File: src/blcu_defs.svh
`ifndef BLCU_DEFS_SVH
`define BLCU_DEFS_SVH

// ----------------------------------------------------------------
// sizes and reset values
// ----------------------------------------------------------------
`define BLCU_IMG_DEPTH 256
`define BLCU_ADDR_W 8
`define BLCU_DI_CHANNELS 16
`define BLCU_DI_W 4
`define BLCU_RESULT_RST 1'b0
`define BLCU_FILTER_LEN 4

`endif

File: src/blcu_pkg.sv
package blcu_pkg;

    // operation codes presented by the sequencer
    typedef enum logic [4:0] {
        BLCU_OP_NOP,
        BLCU_OP_LOAD,
        BLCU_OP_AND,
        BLCU_OP_OR,
        BLCU_OP_LOAD_INV,
        BLCU_OP_AND_INV,
        BLCU_OP_OR_INV,
        BLCU_OP_LOAD_NOW,
        BLCU_OP_AND_NOW,
        BLCU_OP_OR_NOW,
        BLCU_OP_LOAD_INV_NOW,
        BLCU_OP_AND_INV_NOW,
        BLCU_OP_OR_INV_NOW,
        BLCU_OP_WRITE,
        BLCU_OP_WRITE_INV,
        BLCU_OP_BIT_OFF,
        BLCU_OP_BIT_ON,
        BLCU_OP_NET_END
    } blcu_op_e;

    typedef enum {
        BLCU_STATE_IDLE,
        BLCU_STATE_READ,
        BLCU_STATE_EXEC
    } blcu_state_e;

endpackage

File: src/blcu_unit.sv
// Contract
// - load replaces result with operand bit
// - and combines result with operand bit
// - or combines result with operand bit
// - inverted variants use negated operand bit
// - immediate reads pin, input image untouched
// - immediate: on-board channels only, unfiltered
// - immediate load/and/or use fresh pin value
// - inverted immediate use negated fresh pin
// - write copies result into output image
// - write_inverted stores complemented result
// - bit_off clears output bit when result set
// - bit_on sets output bit when result set
// - coil operations never change the result
// - network end marker touches no storage
// - result updated after every executed contact, bar an out-of-range immediate
`timescale 1ns/1ps
`default_nettype none
`include "blcu_defs.svh"

module blcu_unit
    import blcu_pkg::*;
#(
    parameter int DEPTH = `BLCU_IMG_DEPTH,
    parameter int AW = `BLCU_ADDR_W,
    parameter int DI_N = `BLCU_DI_CHANNELS,
    parameter int DW = `BLCU_DI_W,
    parameter int FILT = `BLCU_FILTER_LEN
) (
    input wire logic clk_sys, // system clock
    input wire logic rst, // sync reset, active high
    input wire logic op_valid, // sequencer presents an operation
    input wire logic [4:0] op_code, // operation code
    input wire logic [AW-1:0] op_addr, // resolved operand bit address
    output logic op_ready, // unit idle, may take operation
    output logic op_done, // one-cycle completion pulse
    output logic op_error, // one-cycle: channel out of range
    output logic result, // current_result bit
    input wire logic [DI_N-1:0] di_pins, // on-board digital inputs
    input wire logic scan_in_we, // scan writes input image
    input wire logic [AW-1:0] scan_in_addr, // input image bit address
    output logic [DI_N-1:0] di_filtered, // filtered inputs for the scan
    input wire logic scan_rd_en, // scan reads output image
    input wire logic [AW-1:0] scan_rd_addr, // output image read address
    output logic scan_rd_data // output image read data
);

    // ----------------------------------------------------------------
    // decode
    // ----------------------------------------------------------------
    // held operation and its progress
    blcu_state_e state_reg;
    blcu_op_e op_reg;
    logic [AW-1:0] addr_reg;
    logic result_reg;
    logic result_next;
    // datapath nets
    logic in_rd, out_rd, out_we, out_wd;
    logic out_rd_en;
    logic [AW-1:0] out_rd_addr;
    logic cur_op_is_now, cur_op_is_std, cur_op_is_coil;
    logic operand, operand_eff;
    logic pin_val;
    logic chan_ok;
    // filter delay line, scan path only
    logic [DI_N-1:0] filt_reg [FILT];

    // operation classes, decoded from the held code
    assign cur_op_is_std = (op_reg inside {BLCU_OP_LOAD, BLCU_OP_AND,
        BLCU_OP_OR, BLCU_OP_LOAD_INV, BLCU_OP_AND_INV, BLCU_OP_OR_INV});
    assign cur_op_is_now = (op_reg inside {BLCU_OP_LOAD_NOW,
        BLCU_OP_AND_NOW, BLCU_OP_OR_NOW, BLCU_OP_LOAD_INV_NOW,
        BLCU_OP_AND_INV_NOW, BLCU_OP_OR_INV_NOW});
    assign cur_op_is_coil = (op_reg inside {BLCU_OP_BIT_OFF,
        BLCU_OP_BIT_ON});

    // only channels present on the body are legal
    assign chan_ok = (addr_reg < AW'(DI_N));

    // ----------------------------------------------------------------
    // image memories
    // ----------------------------------------------------------------
    // input image is written only by the scan, never by a contact
    blcu_bit_mem #(.DEPTH(DEPTH), .AW(AW)) u_in_img (
        .clk_sys(clk_sys),
        .rd_en(state_reg == BLCU_STATE_READ),
        .rd_addr(addr_reg),
        .rd_data(in_rd),
        .wr_en(scan_in_we),
        .wr_addr(scan_in_addr),
        .wr_data(filt_reg[FILT-1][scan_in_addr[DW-1:0]])
    );

    // the output image read port is shared: the unit wins in its read cycle only
    assign out_rd_en = (state_reg == BLCU_STATE_READ) | scan_rd_en;
    assign out_rd_addr = (state_reg == BLCU_STATE_READ) ? addr_reg
        : scan_rd_addr;

    blcu_bit_mem #(.DEPTH(DEPTH), .AW(AW)) u_out_img (
        .clk_sys(clk_sys),
        .rd_en(out_rd_en),
        .rd_addr(out_rd_addr),
        .rd_data(out_rd),
        .wr_en(out_we),
        .wr_addr(addr_reg),
        .wr_data(out_wd)
    );

    // ----------------------------------------------------------------
    // input filter for the scan path
    // ----------------------------------------------------------------
    // immediate contacts tap the pins ahead of this delay line
    always_ff @(posedge clk_sys) begin
        if (rst) begin
            for (int i = 0; i < FILT; i++) begin
                filt_reg[i] <= '0;
            end
        end else begin
            filt_reg[0] <= di_pins;
            for (int i = 1; i < FILT; i++) begin
                filt_reg[i] <= filt_reg[i-1];
            end
        end
    end

    // registered copy handed to the scan: one stage more than the line
    always_ff @(posedge clk_sys) begin
        if (rst) begin
            di_filtered <= '0;
        end else begin
            di_filtered <= filt_reg[FILT-1];
        end
    end

    // ----------------------------------------------------------------
    // operand selection
    // ----------------------------------------------------------------
    // raw pin, sampled in the execute cycle, not the filtered copy
    assign pin_val = di_pins[addr_reg[DW-1:0]];

    // inverted contact forms negate whichever operand was chosen
    always_comb begin
        operand = cur_op_is_now ? pin_val : in_rd;
        case (op_reg)
            BLCU_OP_LOAD_INV, BLCU_OP_AND_INV, BLCU_OP_OR_INV: begin
                operand_eff = ~operand;
            end
            BLCU_OP_LOAD_INV_NOW, BLCU_OP_AND_INV_NOW,
            BLCU_OP_OR_INV_NOW: begin
                operand_eff = ~operand;
            end
            default: begin
                operand_eff = operand;
            end
        endcase
    end

    // ----------------------------------------------------------------
    // coil write path
    // ----------------------------------------------------------------
    // plain writes always land; set and clear only while result is 1
    always_comb begin
        out_we = 1'b0;
        out_wd = 1'b0;
        if (state_reg == BLCU_STATE_EXEC) begin
            case (op_reg)
                BLCU_OP_WRITE: begin
                    out_we = 1'b1;
                    out_wd = result_reg;
                end
                BLCU_OP_WRITE_INV: begin
                    out_we = 1'b1;
                    out_wd = ~result_reg;
                end
                BLCU_OP_BIT_OFF: begin
                    out_we = result_reg & cur_op_is_coil;
                    out_wd = 1'b0;
                end
                BLCU_OP_BIT_ON: begin
                    out_we = result_reg & cur_op_is_coil;
                    out_wd = 1'b1;
                end
                default: begin
                    out_we = 1'b0;
                    out_wd = 1'b0;
                end
            endcase
        end
    end

    // ----------------------------------------------------------------
    // sequencing
    // ----------------------------------------------------------------
    // one operation at a time; ready low while busy
    always_ff @(posedge clk_sys) begin
        if (rst) begin
            state_reg <= BLCU_STATE_IDLE;
            op_reg <= BLCU_OP_NOP;
            addr_reg <= '0;
        end else begin
            case (state_reg)
                BLCU_STATE_IDLE: begin
                    if (op_valid) begin
                        op_reg <= blcu_op_e'(op_code);
                        addr_reg <= op_addr;
                        state_reg <= BLCU_STATE_READ;
                    end
                end
                BLCU_STATE_READ: begin
                    state_reg <= BLCU_STATE_EXEC;
                end
                BLCU_STATE_EXEC: begin
                    state_reg <= BLCU_STATE_IDLE;
                end
                default: begin
                    state_reg <= BLCU_STATE_IDLE;
                end
            endcase
        end
    end

    // ----------------------------------------------------------------
    // current result
    // ----------------------------------------------------------------
    // updated at the end of execute so the next operation sees it;
    // a bad immediate channel leaves the result as it was
    always_comb begin
        result_next = result_reg;
        if (state_reg == BLCU_STATE_EXEC &&
            (cur_op_is_std || (cur_op_is_now && chan_ok))) begin
            case (op_reg)
                BLCU_OP_LOAD, BLCU_OP_LOAD_INV: begin
                    result_next = operand_eff;
                end
                BLCU_OP_AND, BLCU_OP_AND_INV: begin
                    result_next = result_reg & operand_eff;
                end
                BLCU_OP_OR, BLCU_OP_OR_INV: begin
                    result_next = result_reg | operand_eff;
                end
                BLCU_OP_LOAD_NOW, BLCU_OP_LOAD_INV_NOW: begin
                    result_next = operand_eff;
                end
                BLCU_OP_AND_NOW, BLCU_OP_AND_INV_NOW: begin
                    result_next = result_reg & operand_eff;
                end
                BLCU_OP_OR_NOW, BLCU_OP_OR_INV_NOW: begin
                    result_next = result_reg | operand_eff;
                end
                default: begin
                    result_next = result_reg;
                end
            endcase
        end
        // coils and the end marker fall through untouched
    end

    // ----------------------------------------------------------------
    // result register
    // ----------------------------------------------------------------
    // the port takes the same next value, so it turns together with done
    always_ff @(posedge clk_sys) begin
        if (rst) begin
            result_reg <= `BLCU_RESULT_RST;
        end else begin
            result_reg <= result_next;
        end
    end

    // ----------------------------------------------------------------
    // handshake outputs
    // ----------------------------------------------------------------
    // ready rises as the unit returns to idle; it stays low in reset
    // so no request is invited before the first edge after release
    always_ff @(posedge clk_sys) begin
        if (rst) begin
            op_done <= 1'b0;
            op_error <= 1'b0;
            op_ready <= 1'b0;
            result <= `BLCU_RESULT_RST;
        end else begin
            op_done <= (state_reg == BLCU_STATE_EXEC);
            op_error <= (state_reg == BLCU_STATE_EXEC) && cur_op_is_now &&
                        !chan_ok;
            op_ready <= (state_reg == BLCU_STATE_EXEC) ||
                        (state_reg == BLCU_STATE_IDLE && !op_valid);
            result <= result_next;
        end
    end

    // scan read data pass straight from the memory register
    assign scan_rd_data = out_rd;

endmodule
`default_nettype wire

File: src/blcu_bit_mem.sv
`timescale 1ns/1ps
`default_nettype none
`include "blcu_defs.svh"

// one-bit-wide image memory, registered read, one write port
module blcu_bit_mem #(
    parameter int DEPTH = `BLCU_IMG_DEPTH,
    parameter int AW = `BLCU_ADDR_W
) (
    input wire logic clk_sys, // system clock
    input wire logic rd_en, // read strobe
    input wire logic [AW-1:0] rd_addr, // read address
    output logic rd_data, // registered read data
    input wire logic wr_en, // write strobe
    input wire logic [AW-1:0] wr_addr, // write address
    input wire logic wr_data // write data
);

    logic mem_reg [DEPTH];

    // ----------------------------------------------------------------
    // storage
    // ----------------------------------------------------------------
    // no reset on contents: the input image is filled by the scan, the output image by coil writes
    always_ff @(posedge clk_sys) begin
        if (wr_en) begin
            mem_reg[wr_addr] <= wr_data;
        end
    end

    // read out of a register
    always_ff @(posedge clk_sys) begin
        if (rd_en) begin
            rd_data <= mem_reg[rd_addr];
        end
    end

endmodule
`default_nettype wire

File: config.mk
export PLATFORM = sky130hd
export DESIGN_NAME = blcu_unit
export DESIGN_NICKNAME = d
export VERILOG_FILES = /design/src/blcu_pkg.sv /design/src/blcu_unit.sv /design/src/blcu_bit_mem.sv
export VERILOG_INCLUDE_DIRS = /design/src /design/src/src
export SDC_FILE = /design/constraint.sdc
export NUM_CORES = 1
export LEC_CHECK = 0
export ABC_AREA = 1
export BUFFER_PORTS_ARGS = -buffer_cell sky130_fd_sc_hd__buf_2
export CAP_MARGIN = 20
export CORE_ASPECT_RATIO = 2
export CORE_MARGIN = 1.5
export CORE_UTILIZATION = 65
export CTS_CLUSTER_SIZE = 14
export DETAILED_ROUTE_END_ITERATION = 12
export MAX_ROUTING_LAYER = met4
export PLACE_DENSITY = 0.83
export REMOVE_ABC_BUFFERS = 1
export SYNTH_ARGS = -nofsm -noshare
export SYNTH_HDL_FRONTEND = slang
export SYNTH_SLANG_ARGS = --single-unit
File: constraint.sdc
create_clock -name clk_sys -period 25.6 [get_ports clk_sys]
set_input_delay 1.28 -clock clk_sys [delete_from_list [all_inputs] [get_ports clk_sys]]
set_output_delay 1.28 -clock clk_sys [all_outputs]
set_load 0.01 [all_outputs]
Word-level counts from Yosys, hierarchy flattened
Memory sizes are Yosys's and may differ from the RTL's. A register that Yosys moved wholly into a read port is not among the register bits.
Cells that the tools add are included.
{ "totals": {"ramBits": 576, "input_bits": 50, "ff_bits": 65, "n_memories": 3, "wordCells": 92, "out_inout_bits": 21} }
{ "mem_list": {"columns": ["memory", "depth", "word_bits", "rd", "rd_clocked_by_memory_dff", "wr", "line", "source"], "rows": [
  ["u_in_img.mem_reg", 256, 1, 1, 1, 1, "blcu_bit_mem.sv:19", "logic mem_reg [DEPTH];"],
  ["u_out_img.mem_reg", 256, 1, 1, 1, 1, "blcu_bit_mem.sv:19", null],
  ["filt_reg", 4, 16, 4, 0, 4, "blcu_unit.sv:66", "logic [DI_N-1:0] filt_reg [FILT];"]
]} }
{ "classes": {"mux": 25, "eq_ne": 20, "n_lt_le_gt_ge": 3, "n_bitwise": 10, "reduce_logical": 23} }
{ "ops": {"columns": ["operator", "n"], "rows": [
  ["$logic_not A32 Y1", 2],
  ["$mux W16", 4],
  ["$pmux W32 S2", 1],
  ["$eq A5 B4 Y1 const B", 8],
  ["$eq A32 B1 Y1 const B", 1],
  ["$eq A32 B2 Y1 const B", 1],
  ["$eq A32 B3 Y1 const B", 1],
  ["$mux W32", 1],
  ["$eq A5 B3 Y1 const B", 4],
  ["$mux W1", 13],
  ["$reduce_bool A6 Y1", 2],
  ["$reduce_or A4 Y1", 3],
  ["$eq A5 B2 Y1 const B", 2],
  ["$lt A4 B5 Y1 const B", 2],
  ["$bmux W1 S4", 2],
  ["$lt A8 B5 Y1 const B", 1],
  ["$mux W8", 1],
  ["$or A1 B1 Y1", 6],
  ["$pmux W1 S3", 2],
  ["$reduce_or A6 Y1", 1],
  ["$eq A5 B1 Y1 const B", 1],
  ["$eq A5 B5 Y1 const B", 1],
  ["$logic_and A1 B1 Y1", 5],
  ["$reduce_and A2 Y1", 2],
  ["9 further kinds", 14]
]} }

Depth between registers and ports, before layout
Gate-level depths: netlist of the first run.
{ "depth": {"ltp_word": 7, "depth_mapped": 15, "mapped_depth_nobuf": 14} }

By module
Synthesis of the first run repeated with hierarchy kept, for this count alone.
{ "hier_totals": {"hier_cells": 2838, "hier_area_um2": 27032.2} }
{ "modules_own_cells": {"columns": ["mod", "instances", "area_each_um2", "cells_each", "seq_area_each_um2"], "rows": [
  ["blcu_bit_mem", 2, 11727.5, 1184, 7717.4],
  ["blcu_unit", 1, 3577.2, 470, 1981.9]
]} }

Least setup slack after synthesis of the first run
OpenSTA, ideal clock, no wires.
{ "synth_path": {"kind": "flip-flop to flip-flop", "start": "register op_reg[2]", "end": "memory u_out_img.mem_reg[0] (data pin)", "synth_period_minus_slack_ps": 9198, "arrival_ps": 7619, "path_stages_with_launch": 6, "setup_time_ps": 1579, "setup_slack_ps": 16402, "cell_sequence": "dfxtp_1 inv_1 nand2_1 nor3_2 a31oi_1 a21oi_1"} }
{ "synth_between": {"elab_chain_len": 3, "word_cells_on_any_way": 5, "classes_between": "eq/ne: 3; mux: 2"} }
{ "synth_lines": {"columns": ["item", "line", "source"], "rows": [
  ["from (decl)", "blcu_unit.sv:53", "blcu_op_e op_reg;"],
  ["from (signal assigned)", "blcu_unit.sv:204", "op_reg <= blcu_op_e'(op_code);"],
  ["$eq A5 B5 Y1 / $eq A5 B4 Y1 (equally long branches)", "blcu_unit.sv:166", "case (op_reg)"],
  ["$pmux W1 S3 *", "blcu_unit.sv:166", null],
  ["$mux W1 *", "blcu_unit.sv:165", "if (state_reg == BLCU_STATE_EXEC) begin"],
  ["named net out_wd", "blcu_unit.sv:58", "logic in_rd, out_rd, out_we, out_wd;"],
  ["to (decl)", "blcu_bit_mem.sv:19", null]
]} }
The timed path passes the listed nets; every way through them passes the cells marked *.

Worst setup path after layout of the first run
{ "layout_path": {"start": "input port scan_in_addr[0]", "end": "memory u_in_img.mem_reg[153] (data pin)"} }
{ "layout_between": {"elab_chain_len": 2} }
{ "layout_lines": {"columns": ["item", "line", "source"], "rows": [
  ["from (decl)", "blcu_unit.sv:41", "input wire logic [AW-1:0] scan_in_addr,"],
  ["$bmux W1 S4", "blcu_unit.sv:91", ".wr_data(filt_reg[FILT-1][scan_in_addr[DW-1:0]])"],
  ["$mux W1 (implied by the code)", "blcu_unit.sv:91", null],
  ["named net u_in_img.wr_data", "blcu_bit_mem.sv:16", "input wire logic wr_data"],
  ["to (decl)", "blcu_bit_mem.sv:19", null]
]} }
The timed path passes the listed nets, and every way through them passes these cells. The select of a mux whose other input is x is not followed.

==> flow_summary_export.csv, run 1 <==
group,metric,value,unit
global_routing,grt_usage,34.35,%
sta,layout_min_cycle_time,4166,ps
critical_path,critPathArrivalTime,4400,ps
cts,clk_pin_slew_worst_paths,70,ps
placed_design,io_buffers,70,
floorplan,pin_count,71,
finish,area_growth,7.905,%
critical_path,ff2ff_setup_slack,22010,ps
sta,rsz0062_at_grt,"no",
synth,synth_top_area_cell,"edfxtp_1",
floorplan,dieWidth,146.5,microns
detailed_routing,via_per_inst,6.123,
cts,cts-root-buf,"clkbuf_16",
sta,setup_viol,0,
global_routing,antenna_found_initial,0,
critical_path,crit_type,"in -> reg",
finish,diodes,0,
sta,whs,395.4,ps
placed_design,dp_hpwl,42.39,mm
sta,hold_viol_final,0,
cts,cts_sinks,613,
detailed_routing,routed_wirelength,70.78,mm
sta,maxSlewHeadroom,17.49,%
finish,final_cell_mix,"nor2_1, nand2_1, edfxtp_1, inv_1, nand3_1",
finish,final-seq-area,17420,sq um
detailed_routing,vias,20316,
global_routing,grt_max_degree,131,
cts,post_cts_resized,0,
detailed_routing,met1_length,21.67,mm
finish,final_util,70.68,%
synth,synth_cell_types,37,
cts,cts_hold_buffers,0,
sta,worst_pin_slew,1229,ps
critical_path,rr_worst_depth,14,
floorplan,rows,105,
detailed_routing,drc_errors,0,
synth,syn_inst,2766,
critical_path,worstReg2RegStart,"state_reg[1]",
critical_path,cp_max_fo,130,
global_routing,grt.overflow.total,0,
synth,synth_top_cell_area_share,57.67,%
hold_path,min_to,"filt_reg[2][4]",
detailed_routing,met3_length,6.425,mm
critical_path,cp-end-kind,"flip-flop",
finish,final_cell_area,28880,sq um
cts,cts_tree,"yes",
power_and_ir_drop,leakagePower,10.68,nW
sta,fin_tns_setup,0,ps
power_and_ir_drop,p_total,2.000,mW
cts,clock_latency,610,ps
detailed_routing,wire_per_inst,21.33,microns
floorplan,start_util,65.50,%
placed_design,dp_slack,21090,ps
finish,drive_gt1_share,6.791,%
finish,layout.cells.most_common,"nor2_1",
synth,ys_ff_latch,613,
detailed_routing,final_antenna_net_count,0,
critical_path,r2r-end,"u_out_img.rd_data",
floorplan,die_h,290.0,microns
synth,yosys_warnings,0,
global_routing,grt_pass1_vias,20255,
sta,maxSlewViolCount,0,
sta,post-route-period-util,16.27,%
hold_path,hold_class,"reg -> reg",
critical_path,cp.required,25840,ps
sta,fin_ws,21430,ps
floorplan,placeableCoreArea,40860,sq um
placed_design,routabilityCongestion,0.9267,
synth,yosysSeqAreaShare,65.08,%
critical_path,crit_chain,"buf_2 -> inv_1 -> nor2_1 -> inv_1 -> o22ai_1 -> o21ai_0 -> nand4_1 -> buf_4 -> buf_4",
synth,syn_area,26760,sq um
finish,final_nets,2798,
detailed_routing,drt-pass1-iter-count,6,
cts,htree_levels,2,
sta,clock_skew,23.71,ps
detailed_routing,top_layer,"met4",
critical_path,slowest_delay,980,ps
global_routing,grt_first_pass_wirelength,107.8,mm
placed_design,placed_cell_area,27310,sq um
critical_path,worstSetupStartpointType,"input pin",
detailed_routing,drtIter0Drc,2481,
cts,cts_buffer_depth,3,
power_and_ir_drop,ir_worst_vdd,0.00006041,V
sta,fmax,240.1,MHz
flow_run,drv_cap,0,
outcome,status,"finished, final reports clean",
finish,multi_input_area,7495,sq um
synth,synth_area_leaders,"edfxtp_1, nor2_1, dfxtp_1",
floorplan,die-area,42470,sq um
synth,syn_avg_cell_area,9.676,sq um
hold_path,hold_path_depth,2,
finish,final_cells,3318,
cts,post_cts_buffers,0,
cts,cts_buffers,51,
power_and_ir_drop,cellPowerDensity,69.27,nW/um^2
critical_path,slowest_stage,"buf_4",
hold_path,min-delay-start,"filt_reg[1][4]",
finish,fillCellCount,2890,
detailed_routing,met2_length,37.64,mm
placed_design,dp_cells,3228,
-- where the power goes --
group | internal [mW] | leakage, nW | total, mW | switching (mW)
combinational | 0.0438 | 3.87 | 0.175 | 0.132
clock | 0.392 | 0.736 | 0.744 | 0.351
sequential | 1.08 | 6.07 | 1.08 | 0.00433
total | 1.51 | 10.7 | 2.00 | 0.487
-- cells in the mapped netlist, drive strengths merged --
cell type and n:
clkbuf 118, o21ai 41, o32ai 1, a31oi 1, dfxtp 99, nor4 1, nand2 529, o2111ai 1
inv 320, nand4 22, nor2 610, o211ai 6, a22oi 136, a21oi 20, edfxtp 514, buf 47
o31ai 1, nor3 33, or2 2, nand3 251, a211oi 1, clkinv 2, o22ai 10
-- area by class of cell --
class                      instances  area share (%)
tap                              535           2.318
timing repair buffer              94           1.958
inverter                         322           4.190
sequential                       613           60.31
clock buffer                      80           4.922
multi-input combinational       1666           25.95
clock inverter                     8          0.3509
-- critical path, delay by kind of cell --
family	cells	cell delay, ps
AO/OA/AOI/OAI	2	290
buffers and inverters	5	2280
AND/OR/NAND/NOR	2	450
-- cells by family (layout without fill, tap and decap cells) --
| family | after synthesis | count (layout) | share of synthesized area [%] |
|---|---|---|---|
| AO/OA/AOI/OAI | 218 | 218 | 5.573 |
| buffers and inverters | 487 | 504 | 7.162 |
| flip-flops | 613 | 613 | 65.08 |
| AND/OR/NAND/NOR | 1448 | 1448 | 22.19 |
-- how the worst max path moves through the flow --
| stage | cells after the start | slack [ps] | end | start |
|---|---|---|---|---|
| detailed placement | 9 | 21090 | u_in_img.mem_reg[28] | scan_in_addr[0] |
| global route | 9 | 21200 | u_in_img.mem_reg[22] | scan_in_addr[0] |
| floorplan | 5 | 16400 | u_out_img.mem_reg[0] | op_reg[2] |
| global placement | 9 | 21390 | u_in_img.mem_reg[28] | scan_in_addr[1] |
| finish | 9 | 21430 | u_in_img.mem_reg[153] | scan_in_addr[0] |
| CTS | 9 | 21690 | u_in_img.mem_reg[87] | scan_in_addr[1] |
-- routing by layer --
| layer | up-vias | GRT usage (%) |
|---|---|---|
| met1 | 9560 | 35.00 |
| met5 | - | - |
| met3 | 379 | 4.701 |
| li1 | 9062 | - |
| met2 | 1315 | 60.77 |
| met4 | 0 | 23.06 |
No activity file was read; power rests on OpenSTA's default activity.
==> run 2: changes to the inputs <==
Settings changed: ABC_AREA 1 to 0, CORE_UTILIZATION 65 to 62, PLACE_DENSITY 0.83 to 0.79.
Clock period 25.6 ns to 4.2 ns, I/O delays scaled along.
==> flow_summary_export.csv, run 2 <==
group,metric,value,unit
critical_path,worstReg2RegStart,"state_reg[1]",
cts,cts_tree,"yes",
cts,cts_sinks,613,
sta,hold_viol_final,0,
detailed_routing,met1_length,20.74,mm
power_and_ir_drop,ir_worst_vdd,0.0004152,V
detailed_routing,met3_length,4.894,mm
synth,synthTopCellsByCount,"nor2_1, edfxtp_1, nand2_1",
placed_design,io_buffers,70,
synth,synth_edf_count,514,
cts,htree_levels,2,
synth,synth_top_cell_area_share,59.30,%
synth,synth_flop_cell,"edfxtp_1",
finish,fillCellCount,2892,
synth,syn_area,26030,sq um
detailed_routing,drc_errors,0,
critical_path,cp_max_fo,24,
cts,cts_hold_buffers,29,
critical_path,cp.required,4530,ps
placed_design,routabilityCongestion,0.9408,
hold_path,min_to,"addr_reg[0]",
detailed_routing,top_layer,"met4",
placed_design,dp_slack,872.4,ps
floorplan,start_util,62.50,%
cts,cts-root-buf,"clkbuf_16",
finish,final_cell_area,28570,sq um
critical_path,ff2ff_setup_slack,770,ps
synth,yosys_warnings,0,
sta,maxSlewViolCount,0,
detailed_routing,routed_wirelength,66.21,mm
finish,layout.cells.most_common,"nor2_1",
finish,final_util,68.61,%
floorplan,dieWidth,147.9,microns
sta,rsz0062_at_grt,"no",
cts,clock_latency,600,ps
synth,yosysSeqAreaShare,66.91,%
flow_run,drv_cap,0,
cts,post_cts_resized,0,
outcome,status,"finished, final reports clean",
critical_path,worstSetupStartpointType,"flip-flop",
cts,cts_buffers,52,
finish,drive_gt1_share,12.69,%
global_routing,grt_max_degree,202,
critical_path,critPathArrivalTime,3760,ps
global_routing,grt_first_pass_wirelength,98.09,mm
sta,fin_tns_setup,0,ps
sta,fin_ws,771.0,ps
finish,final_nets,2157,
synth,yosysMostFrequentCell,"nor2_1",
floorplan,die-area,43300,sq um
power_and_ir_drop,leakagePower,9.915,nW
detailed_routing,drt-pass1-iter-count,6,
synth,syn_inst,2070,
power_and_ir_drop,p_total,11.82,mW
critical_path,r2r-end,"u_out_img.rd_data",
hold_path,hold_path_depth,3,
detailed_routing,drtIter0Drc,1903,
finish,multi_input_area,7909,sq um
finish,area_growth,9.772,%
cts,cts_buffer_depth,3,
power_and_ir_drop,cellPowerDensity,413.8,nW/um^2
sta,post-route-period-util,81.64,%
floorplan,pin_count,71,
synth,synth_area_leaders,"edfxtp_1, nor2_1, dfxtp_1",
floorplan,rows,106,
synth,async_reset_ff_share,0,%
sta,fmax,291.6,MHz
critical_path,cp-end-kind,"flip-flop",
detailed_routing,vias,16968,
critical_path,crit_type,"reg -> reg",
critical_path,rr_worst_depth,8,
sta,clock_skew,23.51,ps
floorplan,placeableCoreArea,41640,sq um
finish,final_cell_mix,"nor2_1, edfxtp_1, nand2_1, nor2b_1, dfxtp_1",
global_routing,grt_usage,31.91,%
hold_path,hold_class,"in -> reg",
finish,final-seq-area,17430,sq um
sta,layout_min_cycle_time,3429,ps
synth,ys_ff_latch,613,
detailed_routing,via_per_inst,6.310,
detailed_routing,wire_per_inst,24.62,microns
sta,setup_viol,0,
cts,post_cts_buffers,0,
global_routing,antenna_found_initial,2,
synth,synth_top_area_cell,"edfxtp_1",
global_routing,grt.overflow.total,0,
detailed_routing,final_antenna_net_count,0,
synth,synth_cell_types,67,
placed_design,placed_cell_area,26720,sq um
hold_path,min-delay-start,"op_addr[0]",
global_routing,grt_pass1_vias,17251,
floorplan,die_h,292.8,microns
critical_path,cp-startpoint,"state_reg[1]",
placed_design,dp_hpwl,41.01,mm
synth,syn_avg_cell_area,12.57,sq um
sta,maxSlewHeadroom,23.99,%
sta,worst_pin_slew,1137,ps
cts,clk_pin_slew_worst_paths,60,ps
detailed_routing,met2_length,35.37,mm
## run 2: layout make-up
| class | instances | share of cell area (%) |
|---|---|---|
| Tap cell | 540 | 2.365 |
| Sequential cell | 613 | 60.98 |
| Antenna cell | 5 | 0.04379 |
| Inverter | 7 | 0.09196 |
| Clock buffer | 76 | 4.939 |
| Clock inverter | 15 | 0.4291 |
| Timing Repair Buffer | 138 | 3.468 |
| Multi-Input combinational cell | 1295 | 27.68 |
## run 2: logic make-up (layout without fill, tap and decap cells)
kind of cell	Yosys count	in the layout	synth area share (%)
flops	613	613	66.91
simple gates	1016	1016	16.76
buf+inv	162	236	2.759
mux	124	124	9.498
compound gates	151	151	3.942
other cells	0	5	0
xor+xnor	4	4	0.1346
## run 2: metrics by stage
step	hold WS, ps	std cells
6_report	54.47	2689
5_1_grt	31.44	2686
4_1_cts	39.45	2683
3_5_place_dp	420.4	2563
3_3_place_gp	416.3	2563
2_1_floorplan	279.1	1915
## run 2: worst max path at each step
stage                           endpoint  slack [ps]
finish                 u_out_img.rd_data         770
global route           u_out_img.rd_data         620
CTS                     u_in_img.rd_data         870
detailed placement      u_in_img.rd_data         870
global placement        u_in_img.rd_data         870
floorplan           u_out_img.mem_reg[0]       -4030
## run 2: report_power, final
part	total (mW)	switching [mW]	internal, mW
Clock	4.49	2.10	2.39
Sequential	6.61	0.0476	6.56
Combinational	0.727	0.485	0.242
Total	11.8	2.63	9.19
## run 2: critical path: stages, from the launching register on
cell and delay (ps):
dfxtp_1 400, nand2b_2 320, mux2i_4 660, buf_12 260, mux4_2 510, a21oi_1 400
a21oi_1 170, nor4_1 330, nor4_1 80
## run 2: layer usage
| layer | up-vias | global-route usage (%) |
|---|---|---|
| met4 | 0 | 22.17 |
| met3 | 281 | 4.315 |
| li1 | 7472 | - |
| met2 | 876 | 55.90 |
| met1 | 8339 | 32.70 |
| met5 | - | - |
